<file path="src/rtl/dfs_pkg.sv">
// Purpose: shared constants and carriers for the drive fault supervisor
// Assumes: 100 MHz mclk, percentages in tenths, times in tenths of a second
// Notes: action digits are held one per nibble, so 0x22222 reads as 22222
package dfs_pkg;
  localparam int CLK_NS = 10;
  localparam int TICK_NS = 100_000_000;
  localparam int TICK_CYC = TICK_NS / CLK_NS;
  localparam logic [25:0] PCT_FULL = 26'd1000;
  localparam logic [9:0] LL_CUT_PM = 10'd70;
  // register byte offsets
  localparam logic [7:0] OFF_ACT1 = 8'h00;
  localparam logic [7:0] OFF_ACT2 = 8'h04;
  localparam logic [7:0] OFF_ACT3 = 8'h08;
  localparam logic [7:0] OFF_ACT4 = 8'h0c;
  localparam logic [7:0] OFF_CFG = 8'h10;
  localparam logic [7:0] OFF_STBY = 8'h14;
  localparam logic [7:0] OFF_TEMP = 8'h18;
  localparam logic [7:0] OFF_LL = 8'h1c;
  localparam logic [7:0] OFF_OS = 8'h20;
  localparam logic [7:0] OFF_DEV = 8'h24;
  localparam logic [7:0] OFF_IRQ_STS = 8'h28;
  localparam logic [7:0] OFF_IRQ_MSK = 8'h2c;
  localparam logic [7:0] OFF_STATE = 8'h30;
  // field positions
  localparam int CFG_SEL_LSB = 0;
  localparam int CFG_SENS_LSB = 4;
  localparam int CFG_LLEN_BIT = 8;
  localparam int TIME_LSB = 16;
  localparam int WARN_LSB = 8;
  // reset values
  localparam logic [19:0] RST_ACT = 20'h00000;
  localparam logic [2:0] RST_SEL = 3'h0;
  localparam logic [1:0] RST_SENS = 2'h0;
  localparam logic RST_LLEN = 1'b0;
  localparam logic [9:0] RST_STBY = 10'd1000;
  localparam logic [7:0] RST_OH_FAULT = 8'd110;
  localparam logic [7:0] RST_OH_WARN = 8'd90;
  localparam logic [9:0] RST_LL_LEVEL = 10'd100;
  localparam logic [9:0] RST_LL_TIME = 10'd10;
  localparam logic [9:0] RST_OS_MARGIN = 10'd200;
  localparam logic [9:0] RST_OS_TIME = 10'd10;
  localparam logic [9:0] RST_DEV_MARGIN = 10'd200;
  localparam logic [9:0] RST_DEV_TIME = 10'd50;
  localparam int NFAULT = 16;
  localparam int NEV = 6;

  typedef enum logic [1:0] {
    ACT_COAST = 2'b00,
    ACT_STOP = 2'b01,
    ACT_RUN = 2'b10
  } dfs_act_t;

  typedef enum logic [2:0] {
    SEL_CUR = 3'b000,
    SEL_SET = 3'b001,
    SEL_UPPER = 3'b010,
    SEL_LOWER = 3'b011,
    SEL_STBY = 3'b100
  } dfs_sel_t;

  typedef enum logic {
    LL_IDLE = 1'b0,
    LL_CUT = 1'b1
  } dfs_ll_t;

  // frequencies in 0.01 Hz, current in permille of rated, temp in degC
  typedef struct packed {
    logic [7:0] temp;
    logic [9:0] current;
    logic [15:0] speed;
    logic [15:0] set_freq;
    logic [15:0] run_freq;
    logic [15:0] max_freq;
    logic [15:0] upper_freq;
    logic [15:0] lower_freq;
    logic [15:0] rated_freq;
  } dfs_meas_t;

  typedef struct packed {
    logic motor_overload_fault;
    logic input_phase_loss_fault;
    logic output_phase_loss_fault;
    logic external_fault;
    logic comm_fault;
    logic nvm_fault;
    logic run_time_expired_fault;
    logic user_fault_one;
    logic user_fault_two;
    logic power_on_time_expired_fault;
    logic pid_feedback_lost_fault;
    logic initial_position_fault;
  } dfs_fault_in_t;
endpackage

</file>
<file path="src/rtl/dfs_supervisor.sv">
// Behaviour
// each action digit picks coast stop, method stop, or keep running.
// group one digits: overload, input phase, output phase, external, comm.
// group two: tens nvm, ten-thousands run time; others reserved; reset 0.
// group three: user one, user two, power-on time, load loss, pid loss.
// group four: deviation, overspeed, initial position, load loss.
// keep-running frequency selector 0..4, default current frequency.
// standby frequency is tenths of percent of maximum, default 100.0.
// sensor type 0 none, 1 and 2 resistive elements, default 0.
// overheat fault when temperature exceeds threshold, default 110 C.
// overheat warning output while temperature exceeds warning level.
// load loss cuts frequency to 7 percent rated after persistence.
// when load returns during load loss, resume at set frequency; the code resumes at the frequency chosen by sel_q (default current).
// overspeed fault when speed passes max plus margin for the time.
// zero overspeed time disables overspeed detection.
// deviation fault when speed departs set frequency too long.
// zero deviation time disables deviation detection.
// persistence timers clear whenever their condition drops.
// Purpose: fault action resolution and protection detectors, APB registers
// Assumes: measurements and fault levels come from logic on mclk
// Notes: overheat, overspeed and deviation faults latch until fault_clear; load loss releases when load returns
//
// The implementer's own choices: the APB interface to the registers and the register addresses.
`timescale 1ns/100ps
module dfs_persist
  import dfs_pkg::*;
#(
  parameter int W = 10
) (
  // clock and reset
  input wire logic mclk,
  input wire logic srst,
  // timing
  input wire logic tick,
  input wire logic cond,
  input wire logic [W-1:0] limit,
  input wire logic zero_off,
  output logic expired
);
  logic [W-1:0] cnt_q;

  always_ff @(posedge mclk) begin
    if (srst || !cond) begin
      cnt_q <= '0;
    end else if (tick && cnt_q < limit) begin
      cnt_q <= cnt_q + W'(1);
    end
  end

  // a limit lowered mid-count still expires instead of wrapping
  assign expired = cond && cnt_q >= limit && !(zero_off && limit == '0);
endmodule

module dfs_supervisor
  import dfs_pkg::*;
#(
  parameter int TICK = TICK_CYC
) (
  // clock and reset
  input wire logic mclk,
  input wire logic srst,
  // apb slave
  input wire logic [7:0] paddr,
  input wire logic psel,
  input wire logic penable,
  input wire logic pwrite,
  input wire logic [31:0] pwdata,
  output logic [31:0] prdata,
  output logic pready,
  output logic pslverr,
  // drive side
  input wire dfs_meas_t meas,
  input wire dfs_fault_in_t faults,
  input wire logic fault_clear,
  // responses
  output logic coast_stop,
  output logic method_stop,
  output logic keep_running,
  output logic freq_ovr_valid,
  output logic [15:0] freq_ovr,
  output logic overheat_warn,
  output logic irq
);
  logic [19:0] act_q [4];
  logic [2:0] sel_q;
  logic [1:0] sens_q;
  logic ll_en_q;
  logic [9:0] stby_q, ll_lvl_q, ll_time_q, os_mar_q, os_time_q;
  logic [9:0] dev_mar_q, dev_time_q;
  logic [7:0] oh_thr_q, warn_thr_q;
  logic [NEV-1:0] sts_q, msk_q, ev;
  logic [2:0] det_q;
  dfs_ll_t ll_q;
  logic [11:0] flt_prev_q;
  logic [31:0] tick_cnt_q;
  logic tick, ll_cond, os_cond, dev_cond, oh_cond, warn_cond;
  logic ll_exp, os_exp, dev_exp;
  logic [15:0] os_off, dev_off, dev, stby_f, ll_f;
  logic [NFAULT-1:0] active;
  dfs_act_t code [NFAULT];
  logic any_coast, any_stop, any_run;
  logic wr, rd_ok;

  function automatic logic [15:0] pct_of(input logic [15:0] f,
                                         input logic [9:0] p);
    logic [25:0] prod;
    prod = 26'(f) * 26'(p);
    return 16'(prod / PCT_FULL);
  endfunction

  // digits above 2 fall back to coast, the safest reading
  function automatic dfs_act_t digit(input logic [19:0] v, input int i);
    logic [3:0] d;
    d = v[4*i +: 4];
    case (d)
      4'h1: return ACT_STOP;
      4'h2: return ACT_RUN;
      default: return ACT_COAST;
    endcase
  endfunction

  // apb: zero wait state, error on unmapped offsets
  assign wr = psel && penable && pwrite;
  assign pready = psel && penable;
  assign rd_ok = paddr <= OFF_STATE && paddr[1:0] == 2'b00;
  assign pslverr = pready && !rd_ok;

  always_ff @(posedge mclk) begin
    if (srst) begin
      for (int g = 0; g < 4; g++) begin
        act_q[g] <= RST_ACT;
      end
      sel_q <= RST_SEL;
      sens_q <= RST_SENS;
      ll_en_q <= RST_LLEN;
      stby_q <= RST_STBY;
      oh_thr_q <= RST_OH_FAULT;
      warn_thr_q <= RST_OH_WARN;
      ll_lvl_q <= RST_LL_LEVEL;
      ll_time_q <= RST_LL_TIME;
      os_mar_q <= RST_OS_MARGIN;
      os_time_q <= RST_OS_TIME;
      dev_mar_q <= RST_DEV_MARGIN;
      dev_time_q <= RST_DEV_TIME;
      msk_q <= '0;
    end else if (wr) begin
      case (paddr)
        OFF_ACT1: act_q[0] <= pwdata[19:0];
        OFF_ACT2: act_q[1] <= pwdata[19:0];
        OFF_ACT3: act_q[2] <= pwdata[19:0];
        OFF_ACT4: act_q[3] <= pwdata[19:0];
        OFF_CFG: begin
          sel_q <= pwdata[CFG_SEL_LSB +: 3];
          sens_q <= pwdata[CFG_SENS_LSB +: 2];
          ll_en_q <= pwdata[CFG_LLEN_BIT];
        end
        OFF_STBY: stby_q <= pwdata[9:0];
        OFF_TEMP: begin
          oh_thr_q <= pwdata[7:0];
          warn_thr_q <= pwdata[WARN_LSB +: 8];
        end
        OFF_LL: begin
          ll_lvl_q <= pwdata[9:0];
          ll_time_q <= pwdata[TIME_LSB +: 10];
        end
        OFF_OS: begin
          os_mar_q <= pwdata[9:0];
          os_time_q <= pwdata[TIME_LSB +: 10];
        end
        OFF_DEV: begin
          dev_mar_q <= pwdata[9:0];
          dev_time_q <= pwdata[TIME_LSB +: 10];
        end
        OFF_IRQ_MSK: msk_q <= pwdata[NEV-1:0];
        default: ;
      endcase
    end
  end

  always_comb begin
    prdata = '0;
    case (paddr)
      OFF_ACT1: prdata[19:0] = act_q[0];
      OFF_ACT2: prdata[19:0] = act_q[1];
      OFF_ACT3: prdata[19:0] = act_q[2];
      OFF_ACT4: prdata[19:0] = act_q[3];
      OFF_CFG: begin
        prdata[CFG_SEL_LSB +: 3] = sel_q;
        prdata[CFG_SENS_LSB +: 2] = sens_q;
        prdata[CFG_LLEN_BIT] = ll_en_q;
      end
      OFF_STBY: prdata[9:0] = stby_q;
      OFF_TEMP: prdata[15:0] = {warn_thr_q, oh_thr_q};
      OFF_LL: prdata = {6'h00, ll_time_q, 6'h00, ll_lvl_q};
      OFF_OS: prdata = {6'h00, os_time_q, 6'h00, os_mar_q};
      OFF_DEV: prdata = {6'h00, dev_time_q, 6'h00, dev_mar_q};
      OFF_IRQ_STS: prdata[NEV-1:0] = sts_q;
      OFF_IRQ_MSK: prdata[NEV-1:0] = msk_q;
      OFF_STATE: prdata[19:0] = {ll_q, keep_running, method_stop,
                                 coast_stop, active};
      default: prdata = '0;
    endcase
  end

  // 0.1 s time base shared by all persistence timers
  always_ff @(posedge mclk) begin
    if (srst || tick) begin
      tick_cnt_q <= '0;
    end else begin
      tick_cnt_q <= tick_cnt_q + 32'h1;
    end
  end
  assign tick = tick_cnt_q == 32'(TICK - 1);

  // detector conditions
  assign os_off = pct_of(meas.max_freq, os_mar_q);
  assign dev_off = pct_of(meas.max_freq, dev_mar_q);
  assign dev = meas.speed > meas.set_freq ? meas.speed - meas.set_freq
                                          : meas.set_freq - meas.speed;
  assign os_cond = 17'(meas.speed) > 17'(meas.max_freq) + 17'(os_off);
  assign dev_cond = dev > dev_off;
  assign ll_cond = ll_en_q && meas.current < ll_lvl_q;
  assign oh_cond = sens_q != 2'h0 && meas.temp > oh_thr_q;
  assign warn_cond = sens_q != 2'h0 && meas.temp > warn_thr_q;

  dfs_persist #(.W(10)) u_ll (.mclk(mclk), .srst(srst), .tick(tick),
    .cond(ll_cond), .limit(ll_time_q), .zero_off(1'b0),
    .expired(ll_exp));
  dfs_persist #(.W(10)) u_os (.mclk(mclk), .srst(srst), .tick(tick),
    .cond(os_cond), .limit(os_time_q), .zero_off(1'b1),
    .expired(os_exp));
  dfs_persist #(.W(10)) u_dev (.mclk(mclk), .srst(srst), .tick(tick),
    .cond(dev_cond), .limit(dev_time_q), .zero_off(1'b1),
    .expired(dev_exp));

  // latched detector faults: 0 overheat, 1 overspeed, 2 deviation
  always_ff @(posedge mclk) begin
    if (srst) begin
      det_q <= '0;
    end else begin
      det_q <= (fault_clear ? 3'b000 : det_q) |
               {dev_exp, os_exp, oh_cond};
    end
  end

  // load loss: cut while light, back to the frequency chosen by sel_q when load returns
  always_ff @(posedge mclk) begin
    if (srst) begin
      ll_q <= LL_IDLE;
    end else begin
      case (ll_q)
        LL_IDLE: if (ll_exp) ll_q <= LL_CUT;
        LL_CUT: if (!ll_cond) ll_q <= LL_IDLE;
        default: ll_q <= LL_IDLE;
      endcase
    end
  end

  // fault sources and their action digits
  assign active = {det_q[0], faults.initial_position_fault, det_q[1],
                   det_q[2], faults.pid_feedback_lost_fault,
                   ll_q == LL_CUT, faults.power_on_time_expired_fault,
                   faults.user_fault_two, faults.user_fault_one,
                   faults.run_time_expired_fault, faults.nvm_fault,
                   faults.comm_fault, faults.external_fault,
                   faults.output_phase_loss_fault,
                   faults.input_phase_loss_fault,
                   faults.motor_overload_fault};

  always_comb begin
    for (int i = 0; i < 5; i++) begin
      code[i] = digit(act_q[0], i);
    end
    code[5] = digit(act_q[1], 1);
    code[6] = digit(act_q[1], 4);
    code[7] = digit(act_q[2], 0);
    code[8] = digit(act_q[2], 1);
    code[9] = digit(act_q[2], 2);
    // load loss has a digit in two groups; the harsher one wins
    code[10] = digit(act_q[2], 3) < digit(act_q[3], 3)
             ? digit(act_q[2], 3) : digit(act_q[3], 3);
    code[11] = digit(act_q[2], 4);
    code[12] = digit(act_q[3], 0);
    code[13] = digit(act_q[3], 1);
    code[14] = digit(act_q[3], 2);
    code[15] = ACT_COAST;
    any_coast = 1'b0;
    any_stop = 1'b0;
    any_run = 1'b0;
    for (int i = 0; i < NFAULT; i++) begin
      if (active[i]) begin
        case (code[i])
          ACT_COAST: any_coast = 1'b1;
          ACT_STOP: any_stop = 1'b1;
          default: any_run = 1'b1;
        endcase
      end
    end
  end

  assign stby_f = pct_of(meas.max_freq, stby_q);
  assign ll_f = pct_of(meas.rated_freq, LL_CUT_PM);

  always_ff @(posedge mclk) begin
    if (srst) begin
      coast_stop <= 1'b0;
      method_stop <= 1'b0;
      keep_running <= 1'b0;
      freq_ovr_valid <= 1'b0;
      freq_ovr <= '0;
      overheat_warn <= 1'b0;
    end else begin
      coast_stop <= any_coast;
      method_stop <= any_stop && !any_coast;
      keep_running <= any_run && !any_stop && !any_coast;
      freq_ovr_valid <= any_run && !any_stop && !any_coast;
      overheat_warn <= warn_cond;
      if (ll_q == LL_CUT) begin
        freq_ovr <= ll_f;
      end else begin
        case (sel_q)
          SEL_SET: freq_ovr <= meas.set_freq;
          SEL_UPPER: freq_ovr <= meas.upper_freq;
          SEL_LOWER: freq_ovr <= meas.lower_freq;
          SEL_STBY: freq_ovr <= stby_f;
          default: freq_ovr <= meas.run_freq;
        endcase
      end
    end
  end

  // sticky events, set beats a write-one clear
  assign ev = {|(faults & ~flt_prev_q), os_exp & ~det_q[1],
               dev_exp & ~det_q[2], ll_exp && ll_q == LL_IDLE,
               warn_cond & ~overheat_warn, oh_cond & ~det_q[0]};

  always_ff @(posedge mclk) begin
    if (srst) begin
      sts_q <= '0;
      flt_prev_q <= '0;
    end else begin
      flt_prev_q <= faults;
      if (wr && paddr == OFF_IRQ_STS) begin
        sts_q <= (sts_q & ~pwdata[NEV-1:0]) | ev;
      end else begin
        sts_q <= sts_q | ev;
      end
    end
  end
  assign irq = |(sts_q & msk_q);
endmodule

</file>
<file path="config.mk">
export PLATFORM = sky130hd
export DESIGN_NAME = dfs_supervisor
export DESIGN_NICKNAME = d
export VERILOG_FILES = /design/src/rtl/dfs_pkg.sv /design/src/rtl/dfs_supervisor.sv
export SDC_FILE = /design/constraint.sdc
export NUM_CORES = 2
export LEC_CHECK = 0
export ABC_CLOCK_PERIOD_IN_PS = 34900
export BUFFER_PORTS_ARGS = -buffer_cell sky130_fd_sc_hd__buf_2
export CORE_ASPECT_RATIO = 0.7
export CORE_MARGIN = 2
export CORE_UTILIZATION = 60
export DETAILED_ROUTE_END_ITERATION = 10
export PLACE_DENSITY = 0.78
export SLEW_MARGIN = 40
export SYNTH_ARGS = -nofsm -noshare
export SYNTH_HDL_FRONTEND = slang
export SYNTH_SLANG_ARGS = --single-unit
</file>
<file path="constraint.sdc">
create_clock -name mclk -period 34.9 [get_ports mclk]
set_input_delay 3.49 -clock mclk [delete_from_list [all_inputs] [get_ports mclk]]
set_output_delay 3.49 -clock mclk [all_outputs]
set_load 0.03 [all_outputs]
</file>
# ---- After elaboration in Yosys (flattened, before gate mapping)
# Memory sizes are Yosys's and may differ from the RTL's.
# Index checks and enable logic that the tools add are counted.
dict set report word_totals {
  ff_bits 202
  mem_bits_rw 80
  in_bits 188
  output_inout_bits 56
  wordCells 364
  mem_count 1
}
# memory depth word_bits read_ports rd_ports_with_merged_regs wr line_no
set memory_table {}
lappend memory_table {act_q 4 20 4 0 4 dfs_supervisor.sv:84} ;# logic [19:0] act_q [4];
dict set report classes {
  n_addsub 7
  n_mul 4
  div 4
  magnitude_cmp 14
  eq_ne 64
  mux 147
  n_bitwise 21
  n_reduce_logical 76
}
# operator count
set ops {}
lappend ops {{2-to-1 mux 1 bit} 111}
lappend ops {{2-to-1 mux 20 bit} 4}
lappend ops {{divider 26 x 10 -> 26 bit, second input constant} 3}
lappend ops {{multiplier 16 x 10 -> 26 bit} 3}
lappend ops {{equality test 4 x 1 -> 1 bit, second input constant} 16}
lappend ops {{equality test 4 x 2 -> 1 bit, second input constant} 16}
lappend ops {{one-hot mux 16 bit (4 select lines)} 1}
lappend ops {{one-hot mux 2 bit (2 select lines)} 16}
lappend ops {{equality test 8 x 6 -> 1 bit, second input constant} 5}
lappend ops {{less-than comparator 10 bit} 4}
lappend ops {{one-hot mux 3 bit (13 select lines)} 1}
lappend ops {{one-hot mux 6 bit (6 select lines)} 1}
lappend ops {{adder 32 x 1 -> 32 bit, second input constant} 1}
lappend ops {{equality test 32 x 24 -> 1 bit, second input constant} 1}
lappend ops {{equality test 8 x 5 -> 1 bit, second input constant} 4}
lappend ops {{greater-than comparator 16 bit} 2}
lappend ops {{zero test 2 bit} 16}
lappend ops {{2-to-1 mux 16 bit} 2}
lappend ops {{one-hot mux 4 bit (8 select lines)} 1}
lappend ops {{subtractor 16 bit} 2}
lappend ops {{adder 10 x 1 -> 10 bit, second input constant} 3}
lappend ops {{equality test 2 x 1 -> 1 bit, second input constant} 15}
lappend ops {{>= comparator 10 bit} 3}
lappend ops {{OR reduction 2 bit} 15}
lappend ops {{40 further kinds} 91}

# ---- Longest topological paths before layout
# An unclocked memory read counts as a cell.
dict set report logic_depth {
  ltp_word 37
  ltp_mapped 91
  mapped_depth_nobuf 84
}

# ---- Cells and area by module
# Synthesis repeated with hierarchy kept, for this count alone.
dict set report hier_totals {
  hier_cells 6527
  hier_area_um2 50917.6
}
# module n_inst cells_each area_each_um2 seq_area_each_um2
set by_module_without_submodules {}
lappend by_module_without_submodules {dfs_supervisor 1 6215 48391.4 5845.6}
lappend by_module_without_submodules {dfs_persist 3 104 842.1 200.2}

# ---- Worst setup path after synthesis
# OpenSTA, ideal clock, no wires.
dict set report synth_timing {
  path_type {input to register}
  startpoint {in meas[55] in the netlist's numbering}
  endpoint {reg u_os.cnt_q[0]}
  setup_time_ns 0.127
  arrival_ns 21.844
  t_required_ns 34.773
  setup_slack_ns 12.930
  stages 83
  n_path_buf 4
  cell_sequence {clkbuf_1 > nand2_1 > fa_1 > inv_1 > fa_1 > fa_1 > fa_1 > inv_1 > fa_1 > inv_1 > ha_1 > and3_1 > buf_2 > a32oi_2 > o31ai_2 > o41a_1 > and3_1 > buf_4 > (+47 left out) > o21bai_1 > a21oi_1 > o21bai_1 > a21oi_1 > o21bai_1 > a21oi_1 > xnor2_1 > ha_1 > a21o_1 > a21o_1 > a21oi_1 > o21ai_0 > a21o_1 > a21o_1 > a21oi_1 > nor3_1 > nand3_1 > nor2_1}
}
dict set report synth_via {
  elab_chain_cells 6
}
# element line_no
set synth_lines {}
lappend synth_lines {{start: declaration} dfs_supervisor.sv:72} ;# input wire dfs_meas_t meas,
lappend synth_lines {{multiplier 16 x 10 -> 26 bit} dfs_supervisor.sv:107} ;# prod = 26'(f) * 26'(p);
lappend synth_lines {{divider 26 x 10 -> 26 bit} dfs_supervisor.sv:108} ;# return 16'(prod / PCT_FULL);
lappend synth_lines {{adder 16 x 16 -> 17 bit (*)} dfs_supervisor.sv:220} ;# assign os_cond = 17'(meas.speed) > 17'(meas.max_freq) + 17'(os_off);
lappend synth_lines {{greater-than comparator 16 x 17 -> 1 bit (*)} dfs_supervisor.sv:220}
lappend synth_lines {{zero test 1 bit (*)} dfs_supervisor.sv:43} ;# if (srst || !cond) begin
lappend synth_lines {{logical OR 1 bit (*)} dfs_supervisor.sv:43}
lappend synth_lines {{end signal: assignment} dfs_supervisor.sv:46} ;# cnt_q <= cnt_q + W'(1);
lappend synth_lines {{end: declaration} dfs_supervisor.sv:40} ;# logic [W-1:0] cnt_q;
# Every way passes the cells marked *; elsewhere a longest branch is shown, timed or not.
# A chain may end at the register's enable or synchronous reset.

# ---- Worst setup path after layout
dict set report layout_timing {
  startpoint {in meas[55] in the netlist's numbering}
  endpoint {reg u_os.cnt_q[9]}
}
# The elaborated chain is that of the path after synthesis.

==> summary.json <==
{
  "grt_pass1_vias": 47400,
  "slowest_cp_cell": "sky130_fd_sc_hd__buf_2",
  "fraction_of_the_mapped_netlist_area_in_compound_gates": 0.260,
  "synth_adder_area_share": 0.225,
  "synth_top_family_by_area": "compound AO/OA/AOI/OAI gates",
  "fp.dieArea_um2": 89100,
  "synthArstFlopShare": 0,
  "track_usage": 0.352,
  "htreeDepth": 1,
  "count_of_flip_flops_with_a_built_in_enable_after_synthesis": 80,
  "final_common_cell": "sky130_fd_sc_hd__nand2_1",
  "critical_path_startpoint_category": "input port",
  "hpwl_um": 126000,
  "multiplexer_area_fraction_after_synthesis": 0.0307,
  "place_inst": 7738,
  "port_buffers": 231,
  "timing.setup.critical_path_class": "in -> reg",
  "outcome": "finished clean",
  "die_w_um": 356,
  "cell_mode_on_critical_path": "sky130_fd_sc_hd__a21oi_1",
  "rows": 90,
  "core_area_um2": 86000,
  "gp_congestion": 0.989,
  "wp_data_required_ps": 35400,
  "drt-initial-drc-count": 6261,
  "routed_wire_length_per_instance_um": 20.7,
  "cts.clk_slew.worst_paths_ps": 60,
  "finalSetupViolCount": 0,
  "slew-limit-headroom": 0.389,
  "cts_max_path_buffers": 3,
  "grt_first_pass_wirelength_um": 258000,
  "synthCells": 6623,
  "synth_ff_type": "sky130_fd_sc_hd__dfxtp_1",
  "post_layout_nonfiller_instances": 7796,
  "synthSimpleGateAreaFrac": 0.237,
  "critical_path.top_delay_family": "compound AO/OA/AOI/OAI gates",
  "max_cap_viol_count": 0,
  "antenna_left": 0,
  "maxSlewViolCount": 0,
  "n_fill_cell": 7558,
  "layout_skew_ps": 19.4,
  "synth_top_area_cells": "sky130_fd_sc_hd__fa_1 13%, sky130_fd_sc_hd__ha_1 8.9%, sky130_fd_sc_hd__dfxtp_1 7.8%",
  "yosys_warnings": 0,
  "drt-vias-per-instance": 6.59,
  "delay_of_the_slowest_critical_path_stage_ps": 600,
  "layout.cells.most_common_list": "808 x sky130_fd_sc_hd__nand2_1, 526 x sky130_fd_sc_hd__inv_1, 451 x sky130_fd_sc_hd__nor2_1, 382 x sky130_fd_sc_hd__a21oi_1, 371 x sky130_fd_sc_hd__ha_1",
  "setup_total_negative_slack_ps": 0,
  "crit_path_end_kind": "register",
  "yosysUniqueCellTypes": 169,
  "design.portCount": 244,
  "synthXorXnorAreaFrac": 0.0583,
  "cts_inserted_buffers": 28,
  "cts_root_buffer": "sky130_fd_sc_hd__clkbuf_16",
  "detailroute.via_count": 51300,
  "cts.repair_timing.setup_buffer_count": 0,
  "timing.final.hold_violations": 0,
  "share_of_final_layout_standard_cells_stronger_than_drive_strength_1": 0.105,
  "numClockSinks": 282,
  "clk-insertion-delay-late_ps": 580,
  "final_min_period_over_clock_period": 0.728,
  "tightest_slew_ps": 913,
  "grt_setup_unrepaired": "false",
  "grt_remaining_overflow": 0,
  "pin_count_of_the_biggest_net_entering_global_routing": 75,
  "hold_path.class": "reg -> reg",
  "timing.critical_path.buf_inv": 7,
  "ctsHoldBuffers": 0,
  "post_cts_resize_count": 0,
  "route.detailed.drc": 0,
  "synth.top_cell.area_share": 0.133,
  "design.final.nets": 7526,
  "antenna_found_initial": 4,
  "synth.avg_cell_area_um2": 7.86,
  "cts_tree": "yes",
  "drt_first_pass_iters": 9,
  "critical_path_arrival_ps": 25900,
  "route.final.wire_length_um": 161000,
  "die-height_um": 250,
  "achievable-frequency_mhz": 39.4,
  "area_growth_pct": 5.49,
  "ys_seq_elements": 282,
  "initial_utilization": 0.605,
  "synth.cell_area_um2": 52000,
  "path_max_fanout": 31,
  "period_needed_ps": 25400,
  "post-synth-top-area-cell": "sky130_fd_sc_hd__fa_1",
  "yosysSeqAreaShare": 0.124
}
-- stage by stage --
| step | setup WS (ps) | util | cell area [um2] | hold slack (ps) |
|---|---|---|---|---|
| finish | 9500 | 0.638 | 54900 | 472 |
| floorplan | 12930 | - | 52100 | 430 |
| global route | 7950 | 0.638 | 54900 | 499 |
| CTS | 9860 | 0.636 | 54700 | 479 |
| global placement | 9240 | 0.624 | 53700 | 446 |
| detailed placement | 9330 | 0.626 | 53800 | 466 |
-- cell type report --
cell class                 count  area (um2)  share of cell area
multi-input combinational   5494       42500               0.775
sequential                   282        6450               0.118
inverter                     535        2010              0.0367
timing repair buffer         281        1530              0.0278
tap                         1150        1440              0.0262
clock buffer                  36         828              0.0151
clock inverter                15        96.3             0.00175
antenna                        3        7.51            0.000137
-- per-layer routing --
layer | GRT usage | wire length, um
met1 | 0.530 | 71900
met2 | 0.505 | 65600
met5 | 0 | 27
met3 | 0.0673 | 18300
met4 | 0.105 | 5410
-- path summary, 6_finish.rpt --
kind	startpoint	end	slack (ps)	cells after the start
worst max register to register	os_mar_q[6]	u_os.cnt_q[9]	12190	80
worst min-delay path	tick_cnt_q[0]	tick_cnt_q[0]	470	1
worst min register to register	tick_cnt_q[0]	tick_cnt_q[0]	470	1
worst max-delay path	meas[55]	u_os.cnt_q[9]	9500	81
-- logic make-up (layout without fill, tap and decap cells) --
kind of cell / Yosys count / in the layout
flip-flops: 282 / 282
AND/OR/NAND/NOR: 2463 / 2463
buffers and inverters: 852 / 867
multiplexers: 149 / 149
adder cells (fa/ha/maj): 732 / 732
other: 1 / 9
XOR/XNOR: 334 / 334
AO/OA/AOI/OAI: 1810 / 1810
-- flip-flops by register name (all words and copies together), names as in the netlist, 8 cells and up --
| signal | flops |
|---|---|
| warn_thr_q | 8 |
| freq_ovr | 16 |
| u_dev.cnt_q | 10 |
| flt_prev_q | 12 |
| ll_time_q | 10 |
| oh_thr_q | 8 |
| os_time_q | 10 |
| u_os.cnt_q | 10 |
| stby_q | 10 |
| os_mar_q | 10 |
| act_q | 80 |
| tick_cnt_q | 32 |
| ll_lvl_q | 10 |
| u_ll.cnt_q | 10 |
| dev_mar_q | 10 |
| dev_time_q | 10 |
-- synthesized netlist by cell type, types with 50 or more instances --
cell and count:
sky130_fd_sc_hd__nor2_1 454, sky130_fd_sc_hd__a211oi_1 66, sky130_fd_sc_hd__inv_1 526, sky130_fd_sc_hd__nor2b_1 54, sky130_fd_sc_hd__ha_1 371, sky130_fd_sc_hd__o211ai_1 94
sky130_fd_sc_hd__and3_1 58, sky130_fd_sc_hd__xor2_1 88, sky130_fd_sc_hd__o22ai_1 50, sky130_fd_sc_hd__clkbuf_1 243, sky130_fd_sc_hd__mux2i_1 101, sky130_fd_sc_hd__a21o_1 111
sky130_fd_sc_hd__a22oi_1 73, sky130_fd_sc_hd__edfxtp_1 80, sky130_fd_sc_hd__a31oi_1 61, sky130_fd_sc_hd__nand3_1 186, sky130_fd_sc_hd__o21a_1 54, sky130_fd_sc_hd__nand2_1 813
sky130_fd_sc_hd__xnor2_1 233, sky130_fd_sc_hd__o21ai_0 231, sky130_fd_sc_hd__fa_1 345, sky130_fd_sc_hd__a21oi_1 385, sky130_fd_sc_hd__and2_1 347, sky130_fd_sc_hd__nor3_1 123
sky130_fd_sc_hd__nand2b_1 55, sky130_fd_sc_hd__nand4_1 79, sky130_fd_sc_hd__dfxtp_1 202
Power is left out: the tool's default activity adds up to more than one toggle a clock period on the data nets, which glitch-free logic cannot reach.
